**src/design/swsc_pkg.sv**
```systemverilog
// shared constants for the chained switch monitor sleep and wake link
// assumes both ends run clk at 10 MHz; link clock comes from the host
package swsc_pkg;

    // ==============================================================
    // frame geometry
    localparam int N_DEV      = 2;
    localparam int DEV_BITS   = 24;
    localparam int FRAME_BITS = N_DEV * DEV_BITS;
    localparam int BIT_W      = 6;
    localparam int SW_N       = 22;

    // ==============================================================
    // command word fields
    localparam int OP_MSB        = 23;
    localparam int OP_LSB        = 22;
    localparam int WAKE_FLAG_BIT = 22;

    localparam logic [1:0] OP_STATUS = 2'h0;
    localparam logic [1:0] OP_SLEEP  = 2'h1;
    localparam logic [1:0] OP_CONFIG = 2'h2;

    // ==============================================================
    // reset values
    localparam logic [SW_N-1:0] WAKE_EN_RST = 22'h3FFFFF;

    // ==============================================================
    // timing
    localparam int CLK_NS        = 100;
    localparam int CS_LEAD_NS    = 1000;
    localparam int CS_TAIL_NS    = 500;
    localparam int CS_IDLE_NS    = 1000;
    localparam int CS_LEAD_CYC   = (CS_LEAD_NS + CLK_NS - 1) / CLK_NS;
    localparam int CS_TAIL_CYC   = (CS_TAIL_NS + CLK_NS - 1) / CLK_NS;
    localparam int CS_IDLE_CYC   = (CS_IDLE_NS + CLK_NS - 1) / CLK_NS;
    localparam int SCLK_HALF_CYC = 4;
    localparam int SETTLE_MS     = 10;
    localparam int SETTLE_MAX_MS = 20;
    localparam int SETTLE_CYC    = (SETTLE_MS * 1000000 + CLK_NS - 1) / CLK_NS;
    localparam int REFRESH_CYC   = 1000000;

    // ==============================================================
    // types
    typedef enum logic {
        MODE_NORMAL,
        MODE_SLEEP
    } swsc_mode_t;

    typedef enum logic [1:0] {
        REQ_STATUS,
        REQ_SLEEP,
        REQ_CONFIG,
        REQ_RECHECK
    } swsc_op_t;

endpackage : swsc_pkg

```
**src/design/swsc_link_if.sv**
```systemverilog
// serial chain segment and shared wake line between host and one device
// assumes the bench drives wake_ext_oe for every other puller of the line
`timescale 1ns/1ps
interface swsc_link_if;
    logic sclk;
    logic cs_n;
    logic si;
    logic so;
    logic wake_out;
    logic wake_oe;
    logic wake_ext_oe;
    logic wake_in;

    // open-drain line with pull-up: low when any enabled driver pulls low
    assign wake_in = ~((wake_oe & ~wake_out) | wake_ext_oe);

    modport device (
        input  sclk,
        input  cs_n,
        input  si,
        input  wake_in,
        output so,
        output wake_out,
        output wake_oe
    );

    modport host (
        output sclk,
        output cs_n,
        output si,
        input  so,
        input  wake_in
    );
endinterface : swsc_link_if

```
**src/design/swsc_host.sv**
```systemverilog
// host end of the chained switch monitor link
// assumes two devices chained on one select, clk at 10 MHz,
// and a bench that joins the interface segments of the chain
`timescale 1ns/1ps
module swsc_host #(
    parameter int SETTLE_CYC  = swsc_pkg::SETTLE_CYC,
    parameter int REFRESH_CYC = swsc_pkg::REFRESH_CYC
) (
    // system
    input  wire logic                            clk,
    input  wire logic                            resetn,
    // chain link
    swsc_link_if.host                            link,
    // request
    input  wire logic                            op_valid,
    input  wire swsc_pkg::swsc_op_t              op_code,
    input  wire logic [swsc_pkg::SW_N-1:0]       cfg_data,
    output logic                                 op_ready,
    // answer
    output logic                                 rx_valid,
    output logic [swsc_pkg::FRAME_BITS-1:0]      rx_word,
    output logic                                 refused
);

    // ==============================================================
    // declarations
    typedef enum {H_IDLE, H_LEAD, H_SHIFT, H_TAIL, H_GAP, H_SETTLE} swsc_hstate_t;

    swsc_hstate_t                     state;
    swsc_pkg::swsc_op_t               cur;
    logic [31:0]                      cnt;
    logic [swsc_pkg::BIT_W-1:0]       bits;
    logic [swsc_pkg::FRAME_BITS-1:0]  tx;
    logic [swsc_pkg::FRAME_BITS-1:0]  rx;
    logic                             pass2;
    logic                             status_ok;
    logic [swsc_pkg::SW_N-1:0]        cfg_shadow;
    logic                             cfg_valid;
    logic [31:0]                      ref_cnt;
    logic                             refresh_due;
    logic                             miso_m;
    logic                             miso_s;
    logic                             take_op;
    logic                             refresh_take;

    // same word to every device of the chain
    function automatic logic [swsc_pkg::FRAME_BITS-1:0] frame_of(input logic [1:0] op,
                                                               input logic [swsc_pkg::SW_N-1:0] d);
        return {swsc_pkg::N_DEV{op, d}};
    endfunction : frame_of

    function automatic logic [1:0] opcode_of(input swsc_pkg::swsc_op_t r);
        case (r)
            swsc_pkg::REQ_SLEEP:  return swsc_pkg::OP_SLEEP;
            swsc_pkg::REQ_CONFIG: return swsc_pkg::OP_CONFIG;
            default:              return swsc_pkg::OP_STATUS;
        endcase
    endfunction : opcode_of

    assign take_op      = (state == H_IDLE) && op_valid && op_ready;
    assign refresh_take = (state == H_IDLE) && !take_op && refresh_due && cfg_valid;

    // ==============================================================
    // serial input synchroniser
    always_ff @(posedge clk or negedge resetn) begin
        if (!resetn) begin
            miso_m <= 1'b0;
            miso_s <= 1'b0;
        end else begin
            miso_m <= link.so;
            miso_s <= miso_m;
        end
    end

    // ==============================================================
    // periodic configuration rewrite, since a device may reset alone
    always_ff @(posedge clk or negedge resetn) begin
        if (!resetn) begin
            ref_cnt     <= '0;
            refresh_due <= 1'b0;
        end else if (ref_cnt == 32'(REFRESH_CYC - 1)) begin
            ref_cnt     <= '0;
            refresh_due <= 1'b1;
        end else begin
            ref_cnt <= ref_cnt + 32'h1;
            if (refresh_take) begin
                refresh_due <= 1'b0;
            end
        end
    end

    // ==============================================================
    // frame sequencer
    always_ff @(posedge clk or negedge resetn) begin
        if (!resetn) begin
            state      <= H_IDLE;
            cur        <= swsc_pkg::REQ_STATUS;
            cnt        <= '0;
            bits       <= '0;
            tx         <= '0;
            rx         <= '0;
            pass2      <= 1'b0;
            status_ok  <= 1'b0;
            cfg_shadow <= swsc_pkg::WAKE_EN_RST;
            cfg_valid  <= 1'b0;
            op_ready   <= 1'b1;
            rx_valid   <= 1'b0;
            rx_word    <= '0;
            refused    <= 1'b0;
            link.sclk  <= 1'b0;
            link.cs_n  <= 1'b1;
            link.si    <= 1'b0;
        end else begin
            rx_valid <= 1'b0;
            refused  <= 1'b0;
            case (state)
                H_IDLE: begin
                    if (take_op && op_code == swsc_pkg::REQ_SLEEP && !status_ok) begin
                        refused <= 1'b1;
                    end else if (take_op) begin
                        cur       <= op_code;
                        tx        <= frame_of(opcode_of(op_code), cfg_data);
                        link.cs_n <= 1'b0;
                        cnt       <= 32'(swsc_pkg::CS_LEAD_CYC - 1);
                        op_ready  <= 1'b0;
                        state     <= H_LEAD;
                        if (op_code == swsc_pkg::REQ_CONFIG) begin
                            cfg_shadow <= cfg_data;
                            cfg_valid  <= 1'b1;
                        end
                    end else if (refresh_take) begin
                        cur       <= swsc_pkg::REQ_CONFIG;
                        tx        <= frame_of(swsc_pkg::OP_CONFIG, cfg_shadow);
                        link.cs_n <= 1'b0;
                        cnt       <= 32'(swsc_pkg::CS_LEAD_CYC - 1);
                        op_ready  <= 1'b0;
                        state     <= H_LEAD;
                    end
                end
                H_LEAD: begin
                    if (cnt != 32'h0) begin
                        cnt <= cnt - 32'h1;
                    end else begin
                        link.si <= tx[swsc_pkg::FRAME_BITS-1];
                        bits    <= '0;
                        cnt     <= 32'(swsc_pkg::SCLK_HALF_CYC - 1);
                        state   <= H_SHIFT;
                    end
                end
                H_SHIFT: begin
                    if (cnt != 32'h0) begin
                        cnt <= cnt - 32'h1;
                    end else if (!link.sclk) begin
                        link.sclk <= 1'b1;
                        rx        <= {rx[swsc_pkg::FRAME_BITS-2:0], miso_s};
                        cnt       <= 32'(swsc_pkg::SCLK_HALF_CYC - 1);
                    end else begin
                        link.sclk <= 1'b0;
                        tx        <= {tx[swsc_pkg::FRAME_BITS-2:0], 1'b0};
                        link.si   <= tx[swsc_pkg::FRAME_BITS-2];
                        bits      <= bits + 6'h1;
                        cnt       <= 32'(swsc_pkg::SCLK_HALF_CYC - 1);
                        if (bits == 6'(swsc_pkg::FRAME_BITS - 1)) begin
                            cnt   <= 32'(swsc_pkg::CS_TAIL_CYC - 1);
                            state <= H_TAIL;
                        end
                    end
                end
                H_TAIL: begin
                    if (cnt != 32'h0) begin
                        cnt <= cnt - 32'h1;
                    end else begin
                        link.cs_n <= 1'b1;
                        link.si   <= 1'b0;
                        cnt       <= 32'(swsc_pkg::CS_IDLE_CYC - 1);
                        state     <= H_GAP;
                    end
                end
                H_GAP: begin
                    if (cnt != 32'h0) begin
                        cnt <= cnt - 32'h1;
                    end else if (cur == swsc_pkg::REQ_RECHECK && !pass2) begin
                        pass2 <= 1'b1;
                        cnt   <= 32'(SETTLE_CYC - 1);
                        state <= H_SETTLE;
                    end else begin
                        pass2    <= 1'b0;
                        op_ready <= 1'b1;
                        state    <= H_IDLE;
                        if (cur == swsc_pkg::REQ_STATUS || cur == swsc_pkg::REQ_RECHECK) begin
                            rx_valid  <= 1'b1;
                            rx_word   <= rx;
                            status_ok <= 1'b1;
                        end else if (cur == swsc_pkg::REQ_SLEEP) begin
                            status_ok <= 1'b0;
                        end
                    end
                end
                H_SETTLE: begin
                    if (cnt != 32'h0) begin
                        cnt <= cnt - 32'h1;
                    end else begin
                        tx        <= frame_of(swsc_pkg::OP_STATUS, '0);
                        link.cs_n <= 1'b0;
                        cnt       <= 32'(swsc_pkg::CS_LEAD_CYC - 1);
                        state     <= H_LEAD;
                    end
                end
                default: begin
                    state <= H_IDLE;
                end
            endcase
        end
    end

endmodule : swsc_host

```
**src/flat_wrapper.sv**
```systemverilog
// flat-port wrapper written by rule: the top's interface ports become plain ports
module swsc_host_flat 
#(
    parameter int SETTLE_CYC  = swsc_pkg::SETTLE_CYC,
    parameter int REFRESH_CYC = swsc_pkg::REFRESH_CYC
)
  (clk, resetn, op_valid, op_code, cfg_data, op_ready, rx_valid, rx_word, refused, link_sclk, link_cs_n, link_si, link_so);
  swsc_link_if link_i ();
  input  wire logic clk;
  input  wire logic resetn;
  input  wire logic op_valid;
  input  wire swsc_pkg::swsc_op_t op_code;
  input  wire logic [swsc_pkg::SW_N-1:0] cfg_data;
  output logic op_ready;
  output logic rx_valid;
  output logic [swsc_pkg::FRAME_BITS-1:0] rx_word;
  output logic refused;
  output wire logic [$bits(link_i.sclk)-1:0] link_sclk;
  output wire logic [$bits(link_i.cs_n)-1:0] link_cs_n;
  output wire logic [$bits(link_i.si)-1:0] link_si;
  input wire logic [$bits(link_i.so)-1:0] link_so;
  assign link_sclk = link_i.sclk;
  assign link_cs_n = link_i.cs_n;
  assign link_si = link_i.si;
  assign link_i.so = link_so;
  swsc_host #(.SETTLE_CYC(SETTLE_CYC), .REFRESH_CYC(REFRESH_CYC)) u_core (.clk(clk), .resetn(resetn), .link(link_i), .op_valid(op_valid), .op_code(op_code), .cfg_data(cfg_data), .op_ready(op_ready), .rx_valid(rx_valid), .rx_word(rx_word), .refused(refused));
endmodule
```
**config.mk**
```make
export PLATFORM = sky130hd
export DESIGN_NAME = swsc_host_flat
export DESIGN_NICKNAME = d
export VERILOG_FILES = /design/src/design/swsc_pkg.sv /design/src/design/swsc_link_if.sv /design/src/design/swsc_host.sv /design/src/flat_wrapper.sv
export SDC_FILE = /design/constraint.sdc
export NUM_CORES = 1
export LEC_CHECK = 0
export BUFFER_PORTS_ARGS = -buffer_cell sky130_fd_sc_hd__buf_2
export CORE_MARGIN = 2
export CORE_UTILIZATION = 50
export DETAILED_ROUTE_END_ITERATION = 6
export GPL_TIMING_DRIVEN = 0
export PLACE_DENSITY = 0.75
export SYNTH_ARGS = -nofsm -noshare
export SYNTH_HDL_FRONTEND = slang
export SYNTH_SLANG_ARGS = --single-unit
```
**constraint.sdc**
```tcl
create_clock -name clk -period 3.5 [get_ports clk]
set_input_delay 0.525 -clock clk [delete_from_list [all_inputs] [get_ports clk]]
set_output_delay 0.525 -clock clk [all_outputs]
set_load 0.005 [all_outputs]
```
* Yosys cells after proc, flatten, opt, wreduce, memory -nomap -nowiden
Cells that the tools add are included. Widths: inputs -> output; s select.
Word-level totals: register bits 282
Cells by class: add/sub/neg operators 3, eq/ne operators 22, mux-type cells 62, bitwise operators 4, reduce and logical (&&, ||, !) cells 40
Operators by type and width (number):
- $mux 32 | 20
- $mux 48 | 6
- $pmux 32 s6 | 1
- $pmux 32 s5 | 1
- $pmux 48 s3 | 1
- $eq 32x2->1 const B | 2
- $eq 32x3->1 const B | 2
- $logic_not 32->1 | 2
- $add 32x1->32 const B | 1
- $eq 32x1->1 const B | 1
- $eq 32x20->1 const B | 1
- $reduce_bool 32->1 | 1
- $sub 32x1->32 const B | 1
- $mux 1 | 21
- $reduce_and 4->1 | 5
- $mux 6 | 3
- $reduce_and 5->1 | 3
- $ne 2x2->1 const B | 7
- $pmux 6 s2 | 1
- $reduce_bool 2->1 | 5
- $reduce_and 9->1 | 1
- $reduce_bool 3->1 | 3
- $logic_and 1x1->1 | 8
- $add 6x1->6 const B | 1
- 19 further kinds | 33

* Depth between registers and ports, before layout
depth in word-level cells 11, gate-level depth with buffers 9

* Worst setup path after synthesis
No wires, ideal clock.
path kind reg-to-reg, from reg u_core.cnt[0], to reg u_core.rx[27] (netlist bit), arrival time 2349 ps, path slack 1026 ps, stages on the path, launching flop included 10, path buffers 2, clock period less this slack 2474 ps, cell sequence dfrtp_1 inv_1 ha_1 nor3b_2 and4_1 nand3_2 nor3_2 buf_2 buf_4 mux2_2
On the way: word-level cells in the longest chain between the ends 3
Ends and longest elaborated chain:
- start: declaration | RTL line swsc_host.sv:31 | logic [31:0] cnt;
- start signal: assignment | RTL line swsc_host.sv:124 | cnt <= 32'(swsc_pkg::CS_LEAD_CYC - 1);
- start signal: assignment | RTL line swsc_host.sv:135 | cnt <= 32'(swsc_pkg::CS_LEAD_CYC - 1);
- start signal: assignment | RTL line swsc_host.sv:142 | cnt <= cnt - 32'h1;
- $reduce_bool 32->1 | RTL line swsc_host.sv:151 | if (cnt != 32'h0) begin
- $not 1->1 (no source line)
- $reduce_and 3->1 (no source line)
- end signal: assignment | RTL line swsc_host.sv:155 | rx <= {rx[swsc_pkg::FRAME_BITS-2:0], miso_s};
- end: declaration | RTL line swsc_host.sv:34 | logic [swsc_pkg::FRAME_BITS-1:0] rx;
Every way passes these cells. A chain may end at the register's enable or synchronous reset.

* Worst setup path in the final report
from reg u_core.cnt[0], to reg u_core.rx[39] (netlist bit)
The elaborated chain is that of the path after synthesis.

==> reports/metrics.csv <==
stage,metric,value,unit
global_route,largest net degree at the start of global routing,114,
layout,share of layout cells above drive strength 1,27.8,%
clock_tree,TritonCTS Buffers,27,
pwr,VDD IR-drop max,398,uV
layout,Multi-input gate area,5090,um^2
detailed_routing,DRC,0,
worst_setup_path,Setup CP Type,flip-flop to flip-flop,
worst_setup_path,Critical Path RT,3.92,ns
timing,worst hold margin,0.0927,ns
worst_setup_path,r2r setup slk,0.17,ns
layout,layout net count,1141,
min_path,Worst Hold Class,primary input to flip-flop,
synthesis,Syn Inst Count,995,
worst_setup_path,CP max FO,10,
timing,Fin. Hold Viols,0,
layout,most frequent cells in the layout,"dfrtp_1, mux2_2, buf_2",
timing,RSZ-0062 raised after global routing,false,
synthesis,top-area cell type share of the netlist area,48.6,%
pwr,power per cell area,440,nW/um^2
placed_design,IO buf count,81,
layout,sequential cell area,6360,um^2
floorplan,height of the die,158,um
detailed_routing,DRT iter0 DRCs,483,
synthesis,top post-synthesis cells by area,"dfrtp_1, mux2_2, dfstp_2, o32a_1, and2_1",
placed_design,pre-CTS WS,0.253,ns
global_route,first-pass GRT wire length,43700,um
global_route,overflow left after global routing,0,
timing,minimum clock period,3.33,ns
layout,Fillers,1894,
worst_setup_path,Worst Setup End Kind,flip-flop,
pwr,Combinational Power Share,1.5,%
worst_setup_path,Critical Path Slowest Stage Cell,nor3_2,
detailed_routing,Routed Antenna Nets,0,
pwr,Clock Power Share,49.6,%
timing,Final setup violation count,0,
floorplan,Die W,158,um
global_route,antenna violations before repair,0,
floorplan,die footprint,24800,um^2
timing,Slew headroom,47.3,%
worst_setup_path,Slowest Stage Delay on Critical Path,0.52,ns
clock_tree,htree depth,1,
pwr,Cell Int Power,4.72,mW
clock_tree,CTS tree,built,
synthesis,"Distinct cells, synth",69,
synthesis,Syn Nets,1028,
clock_tree,clk_lat worst skew,0.54,ns
placed_design,Area after DPL,12700,um^2
pwr,P_sw,1.26,mW
synthesis,"Top FF cell, synth",dfrtp_1,
layout,ant diodes,0,
worst_setup_path,type of origin of the critical path,flip-flop,
timing,setup TNS,0,ns
placed_design,HPWL Detailed,17600,um
clock_tree,Worst-path clk slew,0.06,ns
worst_setup_path,critical path buffer and inverter count,3,
layout,"commonest non-fill, non-tap cell in the layout",dfrtp_1,
worst_setup_path,crit-path leading delay family,simple AND/OR/NAND/NOR gates,
synthesis,Synth Register Bits,253,
timing,Max Fclk,300,MHz
layout,post-route cell area,13600,um^2
clock_tree,CTS Sinks,253,
floorplan,area of the core,23300,um^2
floorplan,site row count,56,
synthesis,mapped cell area,11800,um^2
synthesis,Synth area leader,dfrtp_1,
synthesis,Synth async-reset ratio,100,%
detailed_routing,1st-pass router iterations,7,
global_route,vias in the first global route,8647,
detailed_routing,Routed WL,26100,um
worst_setup_path,WP data arrival,3.75,ns
detailed_routing,vias,8450,
worst_setup_path,critical path cell sequence,inv_1 -> ha_1 -> nor3b_2 -> and4_1 -> nand3_2 -> nor3_2 -> buf_2 -> buf_4 -> mux2_2,
placed_design,RD Place Congestion,0.840,
layout,Area growth syn-to-layout,15.3,%
detailed_routing,DR WL/cell,18.0,um
pwr,Sw Ratio,21.0,%
timing,pins over their slew limit,0,
global_route,Total GRT Usage,21.7,%
pwr,Seq pwr share,49.0,%
timing,final worst setup slack,0.169,ns
floorplan,Initial Utilization,50.5,%
clock_tree,Max Buffers Root-to-Sink,3,
floorplan,I/O pin count,82,
synthesis,Synth Warn #,0,
synthesis,synthesized area per cell,11.9,um^2
status,outcome,"complete, no violations",
clock_tree,CTS Root Buffer Type,clkbuf_16,
timing,Setup Skew,0.0121,ns
pwr,Pleak,6.46,nW
timing,Slew @ Worst Pin,0.783,ns
run,Max Cap Viol,0,
synthesis,sequential area share after synthesis,53.9,%
synthesis,"EDFF count, synth",0,
timing,post-route clock period utilization,95.2,%
detailed_routing,Via density,5.84,
[registers in the layout, indices dropped and copies added (netlist names)]
name,count
u_core.bits,6
u_core.link.cs_n,1
u_core.status_ok,1
u_core.tx,48
u_core.rx,48
u_core.miso_m,1
u_core.cnt,32
u_core.link.sclk,1
u_core.rx_word,48
u_core.op_ready,1
u_core.cfg_valid,1
u_core.refused,1
u_core.cfg_shadow,22
u_core.ref_cnt,32
u_core.link.si,1
u_core.cur,2
u_core.pass2,1
u_core.refresh_due,1
u_core.rx_valid,1
u_core.state,3
u_core.miso_s,1
[cell families (layout without fill, tap and decap cells)]
family	after synthesis	after routing	synth area share, %
xor+xnor	34	34	2.53
flops	253	253	53.9
simple gates	293	293	14.9
fa+ha+maj	5	5	0.531
compound gates	188	188	11.2
buf+inv	73	207	2.85
mux	149	149	14.0
[path summary, 6_finish.rpt]
kind / to / depth (start not counted) / from
max: u_core.rx[39]$_DFFE_PN0P_ / 9 / u_core.cnt[0]$_DFFE_PN0P_
min in group asynchronous: u_core.tx[27]$_DFFE_PN0P_ / 2 / resetn
min: u_core.miso_m$_DFF_PN0_ / 1 / link_so
min reg2reg: u_core.miso_s$_DFF_PN0_ / 0 / u_core.miso_m$_DFF_PN0_
max in group asynchronous: u_core.rx[31]$_DFFE_PN0P_ / 4 / resetn
max reg2reg: u_core.rx[39]$_DFFE_PN0P_ / 9 / u_core.cnt[0]$_DFFE_PN0P_
[routing by layer]
| metal | track usage (%) | wire [um] | up-vias |
|---|---|---|---|
| li1 | - | - | 3934 |
| met1 | 30.0 | 11500 | 4271 |
| met2 | 36.0 | 12700 | 202 |
| met3 | 3.61 | 1310 | 43 |
| met4 | 5.32 | 541 | 0 |
| met5 | 0 | 0 | - |
[power groups by stage]
| stage | Clock (mW) | Combinational (mW) | Sequential [mW] |
|---|---|---|---|
| after floorplan | 0 | 0.00269 | 2.98 |
| after global placement | 0 | 0.0810 | 2.98 |
| after detailed placement | 0 | 0.0913 | 2.98 |
| after CTS | 3.01 | 0.0922 | 2.93 |
| after global routing | 3.13 | 0.103 | 2.93 |
| final | 2.96 | 0.0869 | 2.93 |
[worst reg2reg max path, cell delays in order, from the launching register on]
cell and delay (ns):
dfrtp_1 0.40, inv_1 0.11, ha_1 0.20, nor3b_2 0.48, and4_1 0.35, nand3_2 0.22
nor3_2 0.53, buf_2 0.34, buf_4 0.23, mux2_2 0.36
[synthesized netlist by cell type, types with 11 or more instances]
| library cell | number |
|---|---|
| mux2_2 | 123 |
| xnor2_1 | 13 |
| o21ai_0 | 48 |
| nand4_1 | 20 |
| dfstp_2 | 24 |
| or3_1 | 13 |
| dfrtp_1 | 229 |
| o31ai_1 | 13 |
| xor2_1 | 21 |
| or4_1 | 19 |
| inv_1 | 13 |
| nand2_1 | 42 |
| a21oi_1 | 40 |
| and3_1 | 14 |
| and2_1 | 45 |
| mux2i_1 | 26 |
| nor2_1 | 49 |
| nor4_1 | 11 |
| nand3_1 | 15 |
| nor3_1 | 18 |
| buf_2 | 14 |
| o32a_1 | 43 |
| clkbuf_1 | 36 |
[stage by stage]
stage | util [%] | cells | total power [mW]
floorplan | - | 995 | 2.98
global placement | 54.0 | 1395 | 3.06
detailed placement | 54.3 | 1397 | 3.07
CTS | 58.3 | 1448 | 6.03
global route | 58.3 | 1448 | 6.16
finish | 58.3 | 1448 | 5.98
[layout make-up]
cell class	instances	share of cell area (%)
clock inverter	15	1.46
inverter	13	0.359
tap	319	2.94
multi-input combinational	669	37.5
clock buffer	35	5.34
buffer	60	2.12
sequential	253	46.8
timing repair buffer	84	3.53
[what timing repair did]
item,4_1_cts,5_1_grt
endpoints found under the hold margin,13,0
hold buffers,1,0
setup buffers,0,0
resized for setup,0,0
(Power assumes the default switching activity.)
